`config.mk`:
```
export PLATFORM = sky130hd
export DESIGN_NAME = rxtps_rx_stream
export DESIGN_NICKNAME = d
export VERILOG_FILES = /design/src/rtl/rxtps_rx_stream.v
export VERILOG_INCLUDE_DIRS = /design/src /design/src/rtl
export SDC_FILE = /design/constraint.sdc
export NUM_CORES = 2
export LEC_CHECK = 0
export ABC_AREA = 1
export BUFFER_PORTS_ARGS = -buffer_cell sky130_fd_sc_hd__buf_2
export CAP_MARGIN = 5
export CORE_MARGIN = 2
export CORE_UTILIZATION = 56
export DETAILED_ROUTE_END_ITERATION = 6
export PLACE_DENSITY_LB_ADDON = 0.25
export SETUP_SLACK_MARGIN = 0.05
export SLEW_MARGIN = 20
export SYNTH_ARGS = -nofsm -noshare
export SYNTH_HDL_FRONTEND = slang
export SYNTH_SLANG_ARGS = --single-unit
```
`constraint.sdc`:
```
create_clock -name i_ref_clk -period 12.03 [get_ports i_ref_clk]
set_input_delay 0.6015 -clock i_ref_clk [delete_from_list [all_inputs] [get_ports i_ref_clk]]
set_output_delay 0.6015 -clock i_ref_clk [all_outputs]
set_load 0.03 [all_outputs]
```
`src/rtl/rxtps_defs.vh`:
```
`ifndef RXTPS_DEFS_VH
`define RXTPS_DEFS_VH

// Datapath widths the remainder encoding knows
`define RXTPS_W64       64
`define RXTPS_W128      128

// Packed beat layout: {data, rem[1:0], eof, sof}
`define RXTPS_B_SOF     0
`define RXTPS_B_EOF     1
`define RXTPS_B_REM_LO  2
`define RXTPS_B_REM_HI  3
`define RXTPS_B_DATA    4
`define RXTPS_B_SIDE    4

// Arbiter states, one-hot
`define RXTPS_ST_W      3
`define RXTPS_ST_IDLE   3'h1
`define RXTPS_ST_PC     3'h2
`define RXTPS_ST_NP     3'h4

// Output buffer occupancy
`define RXTPS_BC_W      2
`define RXTPS_BC_EMPTY  2'h0
`define RXTPS_BC_ONE    2'h1
`define RXTPS_BC_FULL   2'h2

`endif

```
`src/rtl/rxtps_rx_stream.v`:
```
`timescale 1ns/10ps
`default_nettype none
`include "rxtps_defs.vh"

module rxtps_rx_stream #(
	parameter DATA_W = `RXTPS_W128,
	parameter NP_AW  = 4,
	parameter REQ_W  = 6
) (
	input  wire              i_ref_clk,
	input  wire              i_sys_rst,
	input  wire              i_link_reset,
	input  wire              i_in_valid,
	output wire              o_in_ready,
	input  wire [DATA_W-1:0] i_in_data,
	input  wire              i_in_sof,
	input  wire              i_in_eof,
	input  wire [1:0]        i_in_rem,
	input  wire              i_in_nonposted,
	output wire [DATA_W-1:0] o_rx_packet_data,
	output wire              o_rx_start_of_frame,
	output wire              o_rx_end_of_frame,
	output wire [1:0]        o_rx_word_remainder,
	output wire              o_rx_source_ready,
	output wire              o_rx_source_discontinue,
	input  wire              i_rx_destination_ready,
	input  wire              i_rx_nonposted_ok,
	input  wire              i_rx_nonposted_request
);

	localparam BW       = DATA_W + `RXTPS_B_SIDE;
	localparam NP_DEPTH = 1 << NP_AW;
	// Counter constants built at their own widths so nothing is truncated
	localparam [NP_AW:0] NP_FULL  = {1'b1, {NP_AW{1'b0}}};
	localparam [NP_AW:0] NP_NONE  = {(NP_AW+1){1'b0}};
	localparam [NP_AW:0] NP_STEP  = {{NP_AW{1'b0}}, 1'b1};
	localparam [REQ_W-1:0] RQ_NONE = {REQ_W{1'b0}};
	localparam [REQ_W-1:0] RQ_STEP = {{(REQ_W-1){1'b0}}, 1'b1};
	localparam [REQ_W-1:0] RQ_MAX  = {REQ_W{1'b1}};

	// Remainder bits outside their valid beat are driven low
	function [1:0] rem_fix;
		input [1:0] r;
		input       s;
		input       e;
		begin
			rem_fix[1] = (DATA_W == `RXTPS_W128) & (s | e) & r[1];
			rem_fix[0] = e & r[0];
		end
	endfunction

	function [NP_AW-1:0] ptr_next;
		input [NP_AW-1:0] p;
		begin
			ptr_next = p + {{(NP_AW-1){1'b0}}, 1'b1};
		end
	endfunction

	reg [`RXTPS_ST_W-1:0] st_q;
	reg [`RXTPS_ST_W-1:0] st_d;
	reg [BW-1:0]          np_mem [0:NP_DEPTH-1];
	reg [NP_AW-1:0]       wr_q;
	reg [NP_AW-1:0]       rd_q;
	reg [NP_AW:0]         np_cnt_q;
	reg [NP_AW:0]         np_cnt_d;
	reg [BW-1:0]          b0_q;
	reg [BW-1:0]          b1_q;
	reg [`RXTPS_BC_W-1:0] bc_q;
	reg [REQ_W-1:0]       rq_q;
	reg [REQ_W-1:0]       rq_d;
	reg                   dsc_q;
	reg [BW-1:0]          new_beat;

	wire          st_idle;
	wire          st_pc;
	wire          st_np;
	wire          np_empty;
	wire          np_full;
	wire [BW-1:0] np_head;
	wire          np_head_sof;
	wire          buf_acc;
	wire          np_wr;
	wire          np_start;
	wire          np_drop;
	wire          np_push;
	wire          np_pop;
	wire          pc_start;
	wire          pc_push;
	wire          push;
	wire          pop;
	wire          push_eof;
	wire [BW-1:0] in_beat;

	assign st_idle     = (st_q == `RXTPS_ST_IDLE);
	assign st_pc       = (st_q == `RXTPS_ST_PC);
	assign st_np       = (st_q == `RXTPS_ST_NP);
	assign np_empty    = (np_cnt_q == NP_NONE);
	assign np_full     = (np_cnt_q == NP_FULL);
	assign np_head     = np_mem[rd_q];
	assign np_head_sof = np_head[`RXTPS_B_SOF];
	assign buf_acc     = (bc_q != `RXTPS_BC_FULL);

	assign in_beat = {i_in_data, i_in_rem, i_in_eof, i_in_sof};

	// Ingress: non-posted beats queue whenever there is room, others only pass while a
	// posted/completion packet owns the output. During link reset all
	// ingress is swallowed so the upstream side can flush too.
	assign o_in_ready = i_link_reset |
		(i_in_nonposted ? ~np_full : ((st_pc & buf_acc) | (st_idle & ~i_in_sof)));

	assign np_wr = i_in_valid & i_in_nonposted & ~np_full & ~i_link_reset;

	// A non-posted packet starts only when the user has both opened the
	// gate and left an outstanding request for it.
	assign np_start = st_idle & ~np_empty & np_head_sof & i_rx_nonposted_ok
		& (rq_q != RQ_NONE) & ~i_link_reset;
	// Stray beats with no frame start are discarded rather than wedging
	assign np_drop  = st_idle & ~np_empty & ~np_head_sof & ~i_link_reset;
	assign pc_start = st_idle & ~np_start & i_in_valid & ~i_in_nonposted
		& i_in_sof & ~i_link_reset;

	assign np_push = st_np & ~np_empty & buf_acc & ~i_link_reset;
	assign pc_push = st_pc & i_in_valid & ~i_in_nonposted & buf_acc & ~i_link_reset;
	assign np_pop  = np_push | np_drop;
	assign push    = np_push | pc_push;
	assign pop     = o_rx_source_ready & i_rx_destination_ready;

	always @* begin
		if (st_np) begin
			new_beat = np_head;
		end else begin
			new_beat = in_beat;
		end
		new_beat[`RXTPS_B_REM_HI:`RXTPS_B_REM_LO] = rem_fix(
			new_beat[`RXTPS_B_REM_HI:`RXTPS_B_REM_LO],
			new_beat[`RXTPS_B_SOF], new_beat[`RXTPS_B_EOF]);
	end

	assign push_eof = new_beat[`RXTPS_B_EOF];

	// Arbiter: one bubble between packets keeps the start decision off
	// the data path, at the cost of a cycle per packet.
	always @* begin
		st_d = st_q;
		case (st_q)
			`RXTPS_ST_IDLE: begin
				if (np_start) begin
					st_d = `RXTPS_ST_NP;
				end else if (pc_start) begin
					st_d = `RXTPS_ST_PC;
				end
			end
			`RXTPS_ST_PC: begin
				if (pc_push & push_eof) begin
					st_d = `RXTPS_ST_IDLE;
				end
			end
			`RXTPS_ST_NP: begin
				if (np_push & push_eof) begin
					st_d = `RXTPS_ST_IDLE;
				end
			end
			default: begin
				st_d = `RXTPS_ST_IDLE;
			end
		endcase
		if (i_link_reset) begin
			st_d = `RXTPS_ST_IDLE;
		end
	end

	always @* begin
		np_cnt_d = np_cnt_q;
		if (np_wr & ~np_pop) begin
			np_cnt_d = np_cnt_q + NP_STEP;
		end else if (~np_wr & np_pop) begin
			np_cnt_d = np_cnt_q - NP_STEP;
		end
		if (i_link_reset) begin
			np_cnt_d = NP_NONE;
		end
	end

	// Saturation keeps a request line stuck high from wrapping the count
	// back to zero and silently losing every outstanding grant.
	// Requests survive link reset; they belong to the user side
	always @* begin
		rq_d = rq_q;
		if (i_rx_nonposted_request & ~np_start & (rq_q != RQ_MAX)) begin
			rq_d = rq_q + RQ_STEP;
		end else if (~i_rx_nonposted_request & np_start) begin
			rq_d = rq_q - RQ_STEP;
		end
	end

	always @(posedge i_ref_clk) begin
		if (np_wr) begin
			np_mem[wr_q] <= in_beat;
		end
	end

	always @(posedge i_ref_clk or posedge i_sys_rst) begin
		if (i_sys_rst) begin
			st_q     <= `RXTPS_ST_IDLE;
			wr_q     <= {NP_AW{1'b0}};
			rd_q     <= {NP_AW{1'b0}};
			np_cnt_q <= NP_NONE;
			rq_q     <= RQ_NONE;
		end else begin
			st_q     <= st_d;
			np_cnt_q <= np_cnt_d;
			rq_q     <= rq_d;
			if (i_link_reset) begin
				wr_q <= {NP_AW{1'b0}};
				rd_q <= {NP_AW{1'b0}};
			end else begin
				if (np_wr) begin
					wr_q <= ptr_next(wr_q);
				end
				if (np_pop) begin
					rd_q <= ptr_next(rd_q);
				end
			end
		end
	end

	// Two-entry output buffer: b0 is what the user sees. A stall by the
	// user leaves the pushed beat in b1, so no beat is lost.
	always @(posedge i_ref_clk or posedge i_sys_rst) begin
		if (i_sys_rst) begin
			b0_q <= {BW{1'b0}};
			b1_q <= {BW{1'b0}};
			bc_q <= `RXTPS_BC_EMPTY;
		end else if (i_link_reset) begin
			bc_q <= `RXTPS_BC_EMPTY;
		end else begin
			case ({push, pop})
				2'h3: begin
					if (bc_q == `RXTPS_BC_ONE) begin
						b0_q <= new_beat;
					end else begin
						b0_q <= b1_q;
						b1_q <= new_beat;
					end
				end
				2'h2: begin
					if (bc_q == `RXTPS_BC_EMPTY) begin
						b0_q <= new_beat;
						bc_q <= `RXTPS_BC_ONE;
					end else begin
						b1_q <= new_beat;
						bc_q <= `RXTPS_BC_FULL;
					end
				end
				2'h1: begin
					b0_q <= b1_q;
					bc_q <= bc_q - `RXTPS_BC_ONE;
				end
				default: begin
					bc_q <= bc_q;
				end
			endcase
		end
	end

	// Discontinue is a level one edge behind link reset, whether or not a
	// packet was open; the user must drop any partial packet it holds.
	always @(posedge i_ref_clk or posedge i_sys_rst) begin
		if (i_sys_rst) begin
			dsc_q <= 1'b0;
		end else begin
			dsc_q <= i_link_reset;
		end
	end

	// Ready drops in the link reset cycle itself so no stale beat slips out
	assign o_rx_source_ready       = (bc_q != `RXTPS_BC_EMPTY) & ~i_link_reset;
	assign o_rx_packet_data        = b0_q[BW-1:`RXTPS_B_DATA];
	assign o_rx_start_of_frame     = b0_q[`RXTPS_B_SOF];
	assign o_rx_end_of_frame       = b0_q[`RXTPS_B_EOF];
	assign o_rx_word_remainder     = b0_q[`RXTPS_B_REM_HI:`RXTPS_B_REM_LO];
	assign o_rx_source_discontinue = dsc_q;

endmodule // rxtps_rx_stream

`default_nettype wire

```
* After elaboration in Yosys (flattened, before gate mapping)
Memories as Yosys holds them, arrays and structs flattened.
Index checks and enable logic that the tools add are counted.
** Storage, ports and cells
- Bits in registers :: 289
- Bits in latches :: 0
- RAM bits :: 2112
- ROM bits :: 0
- Input port bits :: 140
- Word-level logic and storage cells :: 125
- Memories :: 1
** Cells by class
- Add/subtract/negate cells :: 7
- Multiply operators :: 0
- Div/mod/pow operators :: 0
- Magnitude comparators :: 0
- Equal/unequal tests :: 16
- Shift operators :: 0
- Multiplexer cells :: 28
- Bitwise logic cells :: 50
- Reduce and logical (&&, ||, !) cells :: 14
** Memories
- np_mem :: depth 16, bits a word 132, read ports 1, clocked after Yosys merged registers in 0, wr ports 1, RTL line rxtps_rx_stream.v:61 : reg [BW-1:0] np_mem [0:NP_DEPTH-1];
** Operator list (count)
- two-way mux 132 bit :: 5
- one-hot mux 132 bit (3 select lines) :: 1
- one-hot mux 132 bit (2 select lines) :: 1
- bitwise AND 1 bit :: 35
- two-way mux 4 bit :: 4
- two-way mux 3 bit :: 5
- two-way mux 5 bit :: 3
- two-way mux 6 bit :: 2
- NOT 1 bit :: 10
- nonzero test 2 bit :: 5
- one-hot mux 3 bit (3 select lines) :: 1
- nonzero test 3 bit :: 3
- adder 4 x 1 -> 4 bit (second input constant) :: 2
- inequality test 2 bit (second input constant) :: 4
- adder 6 x 1 -> 6 bit (second input constant) :: 1
- inequality test 3 x 2 -> 1 bit (second input constant) :: 2
- inequality test 6 bit (second input constant) :: 1
- AND reduction 3 bit :: 2
- nonzero test 6 bit :: 1
- subtractor 6 x 1 -> 6 bit (second input constant) :: 1
- adder 5 x 1 -> 5 bit (second input constant) :: 1
- equality test 5 bit (second input constant) :: 1
- zero test 5 bit :: 1
- OR 1 bit :: 5
- 13 further kinds :: 18

* Logic depth before layout (Yosys ltp)
- Word-level depth :: 17
- Gate-level depth with buffers :: 21
- Gate-level depth less buffers :: 19

* Worst setup path before layout
OpenSTA, ideal clock, no wires.
- Path type :: input to register
- Start :: input port i_link_reset
- End :: memory np_mem[1][0] in the netlist's numbering, enable pin
- Library setup time :: 0.786 ns
- Arrival time :: 10.171 ns
- Required time :: 11.244 ns
- Path slack :: 1.073 ns
- Cell stages on the path :: 4
- Path through :: buf_1 -> nor2_1 -> clkinv_1 -> nor3_1
** Between the ends
- Cells in the longest elaborated chain, start to end :: 4
** Ends and longest elaborated chain
- start, declared :: RTL line rxtps_rx_stream.v:12 : input wire i_link_reset,
- NOT 1 bit (no source line)
- bitwise AND 1 bit :: RTL line rxtps_rx_stream.v:111 : assign np_wr = i_in_valid & i_in_nonposted & ~np_full & ~i_link_reset;
- two-way mux 1 bit :: RTL line rxtps_rx_stream.v:197 : if (np_wr) begin
- two-way mux 1 bit (implied by the code) :: RTL line rxtps_rx_stream.v:198 : np_mem[wr_q] <= in_beat;
- end, declared :: RTL line rxtps_rx_stream.v:61
Every way passes these cells.

* Final worst setup path
- Start :: register st_q[1]
- End :: register b0_q[51]
** Between the ends
- Cells in the longest elaborated chain, start to end :: 9
- Elaborated cells on any way between the ends :: 20
- Classes of those cells :: 6 x eq/ne; 4 x mux; 8 x bitwise; 2 x reduce/logical
** Ends and longest elaborated chain
- start, declared :: RTL line rxtps_rx_stream.v:59 : reg [`RXTPS_ST_W-1:0] st_q;
- start signal, assigned :: RTL line rxtps_rx_stream.v:204 : st_q <= `RXTPS_ST_IDLE;
- start signal, assigned :: RTL line rxtps_rx_stream.v:210 : st_q <= st_d;
- equality test 3 x 2 -> 1 bit
- bitwise AND 1 bit (4 in a row) :: RTL line rxtps_rx_stream.v:123 : assign pc_push = st_pc & i_in_valid & ~i_in_nonposted & buf_acc & ~i_link_reset;
- OR 1 bit :: RTL line rxtps_rx_stream.v:125 : assign push = np_push | pc_push;
- equality test 2 bit / equality test 2 x 1 -> 1 bit (equally long branches) :: RTL line rxtps_rx_stream.v:237 : case ({push, pop})
- inequality test 2 bit (no source line) / nonzero test 3 bit (equally long branches)
- AND reduction 3 bit (no source line)
- end signal, assigned :: RTL line rxtps_rx_stream.v:240 : b0_q <= new_beat;
- end signal, assigned :: RTL line rxtps_rx_stream.v:242 : b0_q <= b1_q;
- end signal, assigned :: RTL line rxtps_rx_stream.v:248 : b0_q <= new_beat;
- end, declared :: RTL line rxtps_rx_stream.v:66 : reg [BW-1:0] b0_q;
Several ways; a longest one is shown, not always the timed one. The select of a mux whose other input is x is not followed.
A chain may end at the register's enable or synchronous reset.

==> out/qor.yml <==
ys_warn_count: 0
hpwlAfterDp_mm: 145
hold_start: "i_in_nonposted"
cp.buffers_inverters: 5
crit_family: "buffers and inverters"
slowest_stage: "buf_4"
crit_chain: "nor3_4, buf_4, o21ai_0, nor2_1, nand2_1, nand2_1, ha_4, buf_4, inv_1, nand2_1, nand2_4, inv_6, buf_4, a21oi_1, a21oi_1"
r2r_start: "st_q[1]"
tightest_slew_ns: 1.23
grt_pass1_vias: 67430
coreArea_mm2: 0.176
dieWidth_um: 425
antenna_found_initial: 49
synth_fp_nets: 8947
crit_arrival_ns: 7.30
die_y_um: 425
nFillCells: 13214
setup_tns_ns: 0
utilization_pct: 62.3
synth-xor-area-share_pct: 0.0619
synth_top_area_cell: "edfxtp_1"
clk_pin_slew_ns: 0.06
clockRootBuffer: "clkbuf_16"
nets: 8984
cts_tree: "built"
critPathRequiredTime_ns: 12.81
synth-simple-area-share_pct: 14.3
grt_pass1_wl_mm: 433
hold_violations: 0
ys_types: 38
track_usage_pct: 32.3
synth_compound_area_share_pct: 10.8
synth_mux_area_share_pct: 0
vdd_drop_max_mv: 0.238
wl_per_cell_um: 25.9
grt_max_degree: 222
power.density_mw_per_mm2: 207
cts_max_level: 4
dieArea_mm2: 0.180
syn_inst: 8787
clock_latency_ns: 0.88
drc: 0
rsz0062_at_grt: "false"
vias: 70634
gp_congestion: 0.827
syn_area_mm2: 0.0991
cts_sinks: 2401
crit_path_start: "st_q[1]"
io_pins: 275
synth_adder_area_share_pct: 0.268
avgSynthCellArea_um2: 11.3
via_per_inst: 6.20
synth-seq-cells: 2401
slew_viol_final: 0
design_area_mm2: 0.110
worstPathMaxFanout: 68
worstSetupStartpointType: "register"
hold_class: "in2reg"
synth_top_family_by_area: "simple AND/OR/NAND/NOR gates"
leakage_nw: 39.0
maxCapViolations: 0
drive_above_1_share_pct: 8.69
critPathCaptureType: "register"
placed_cell_area_mm2: 0.102
yosys.area.top_type_share_pct: 64.0
cts_buffers: 228
cts_resized: 0
io_buffers: 274
synthTopCellsByArea: "edfxtp_1, nand2_1, dfrtp_1, a21oi_1, o21ai_0"
maxClockFrequency_mhz: 153
fin_crit_ns: 6.52
start_util_pct: 56.3
grt_overflow_total: 0
post-route-period-util_pct: 54.2
ff2ff_setup_slack_ns: 5.51
status: "complete, no violations"
num_rows: 154
skew_ns: 0.0391
synth-seq-area-share_pct: 71.3
setup_viol: 0
relSlewSlack_pct: 18.1
ant_nets: 0
drt-total-wl_mm: 295
drt-initial-drc-count: 9351
crit_type: "reg2reg"
area_delta_synth_final_pct: 10.6
slowest_delay_ns: 0.98
cts_buffer_depth: 3
drtPass1Iterations: 6
[area by class of cell]
class | instances | area [µm²] | share of cell area [%]
diodes | 20 | 50.0 | 0.0456
well taps | 2340 | 2930 | 2.67
multi-input cells | 5618 | 25300 | 23.1
inverters | 184 | 762 | 0.695
repair buffers | 391 | 2430 | 2.21
flip-flops and latches | 2401 | 70700 | 64.5
clock buffers | 297 | 6210 | 5.66
clock inverters | 136 | 1320 | 1.20
[placed cells by master (no fill, tap or decap), drive strengths merged, types with 6 or more instances in the layout]
cell,count
clkinvlp,6
o21ai,829
clkinv,103
buf,390
nand2,2363
bufinv,23
dfrtp,288
nand3,329
o22ai,286
nor2,751
xor2,7
ha,18
edfxtp,2112
a21oi,765
inv,188
nor3,141
a211oi,106
diode,20
a31oi,6
clkbuf,297
[power breakdown]
group          switching, mW  internal, mW  leakage (nW)
Sequential             0.399          9.45          22.0
Combinational           4.07          1.49          13.3
Clock                   3.11          4.12          3.71
Total                   7.58          15.1          39.0
[through the flow]
step	hold slack, ns	std cells	total power [mW]	setup slack (ns)
after global routing	0.0474	11374	23.6	5.34
after CTS	0.0160	11364	22.6	5.65
after global placement	0.465	10930	15.3	5.85
final	0.0679	11387	22.6	5.51
after detailed placement	0.473	10930	15.5	5.73
after floorplan	0.453	8787	13.8	1.07
[tightest hold or removal path: cells and delay by family]
family / cells / cell delay [ns]
buf+inv: 1 / 0.13
simple gates: 3 / 0.17
[cells in the mapped netlist]
cell type  count
xor2_1         7
nand4_1        3
nand4_4        1
nand3b_2       1
buf_4         48
buf_6         12
edfxtp_1    2112
o311ai_0       1
dfrtp_1      288
buf_2        139
o21ai_1       86
o22ai_1      286
nand2_1     2361
or2_2          3
a21oi_4        1
a31oi_1        6
o31ai_1        1
nor3_2         1
nor2_1       750
clkbuf_1     332
clkinv_1       3
inv_2          5
nand2_2        2
fa_1           2
o21ai_0      743
nor2_2         1
a211oi_1     106
nor4_1         1
nor3_1       140
a21oi_1      764
ha_1          18
nand3_1      328
inv_1        175
dfstp_2        1
inv_4          1
nand3_2        1
o211ai_1       4
buf_1         53
[path summary, 6_finish.rpt]
check	to	cells after the start
min in group asynchronous	b0_q[63]	3
hold reg to reg	b1_q[1]	2
max in group asynchronous	rd_q[0]	5
setup / recovery	b0_q[51]	15
setup reg to reg	b0_q[51]	15
hold / removal	st_q[1]	4
[state kept, by name (all words and copies together) (netlist names)]
signal	flops
np_mem	2112
b0_q	132
b1_q	132
rq_q	6
np_cnt_q	5
rd_q	4
wr_q	4
st_q	3
bc_q	2
o_rx_source_discontinue	1
[metal layers]
metal	share of wire (%)	GRT usage (%)	up-vias
li1	-	-	31069
met1	38	43.3	34640
met2	47	51.7	4150
met3	10	5.92	735
met4	4.8	14.6	40
met5	0.083	0	-
[what timing repair did]
item	in CTS	in global routing
hold buffers	1	0
hold endpoints to repair	78	0
buffers inserted	0	0
[cell families after synthesis]
kind of cell,Yosys count
buffers and inverters,768
AND/OR/NAND/NOR,3593
XOR/XNOR,7
AO/OA/AOI/OAI,1998
adder cells (fa/ha/maj),20
flip-flops,2401
Note: power is estimated with default switching activity, not from simulation.
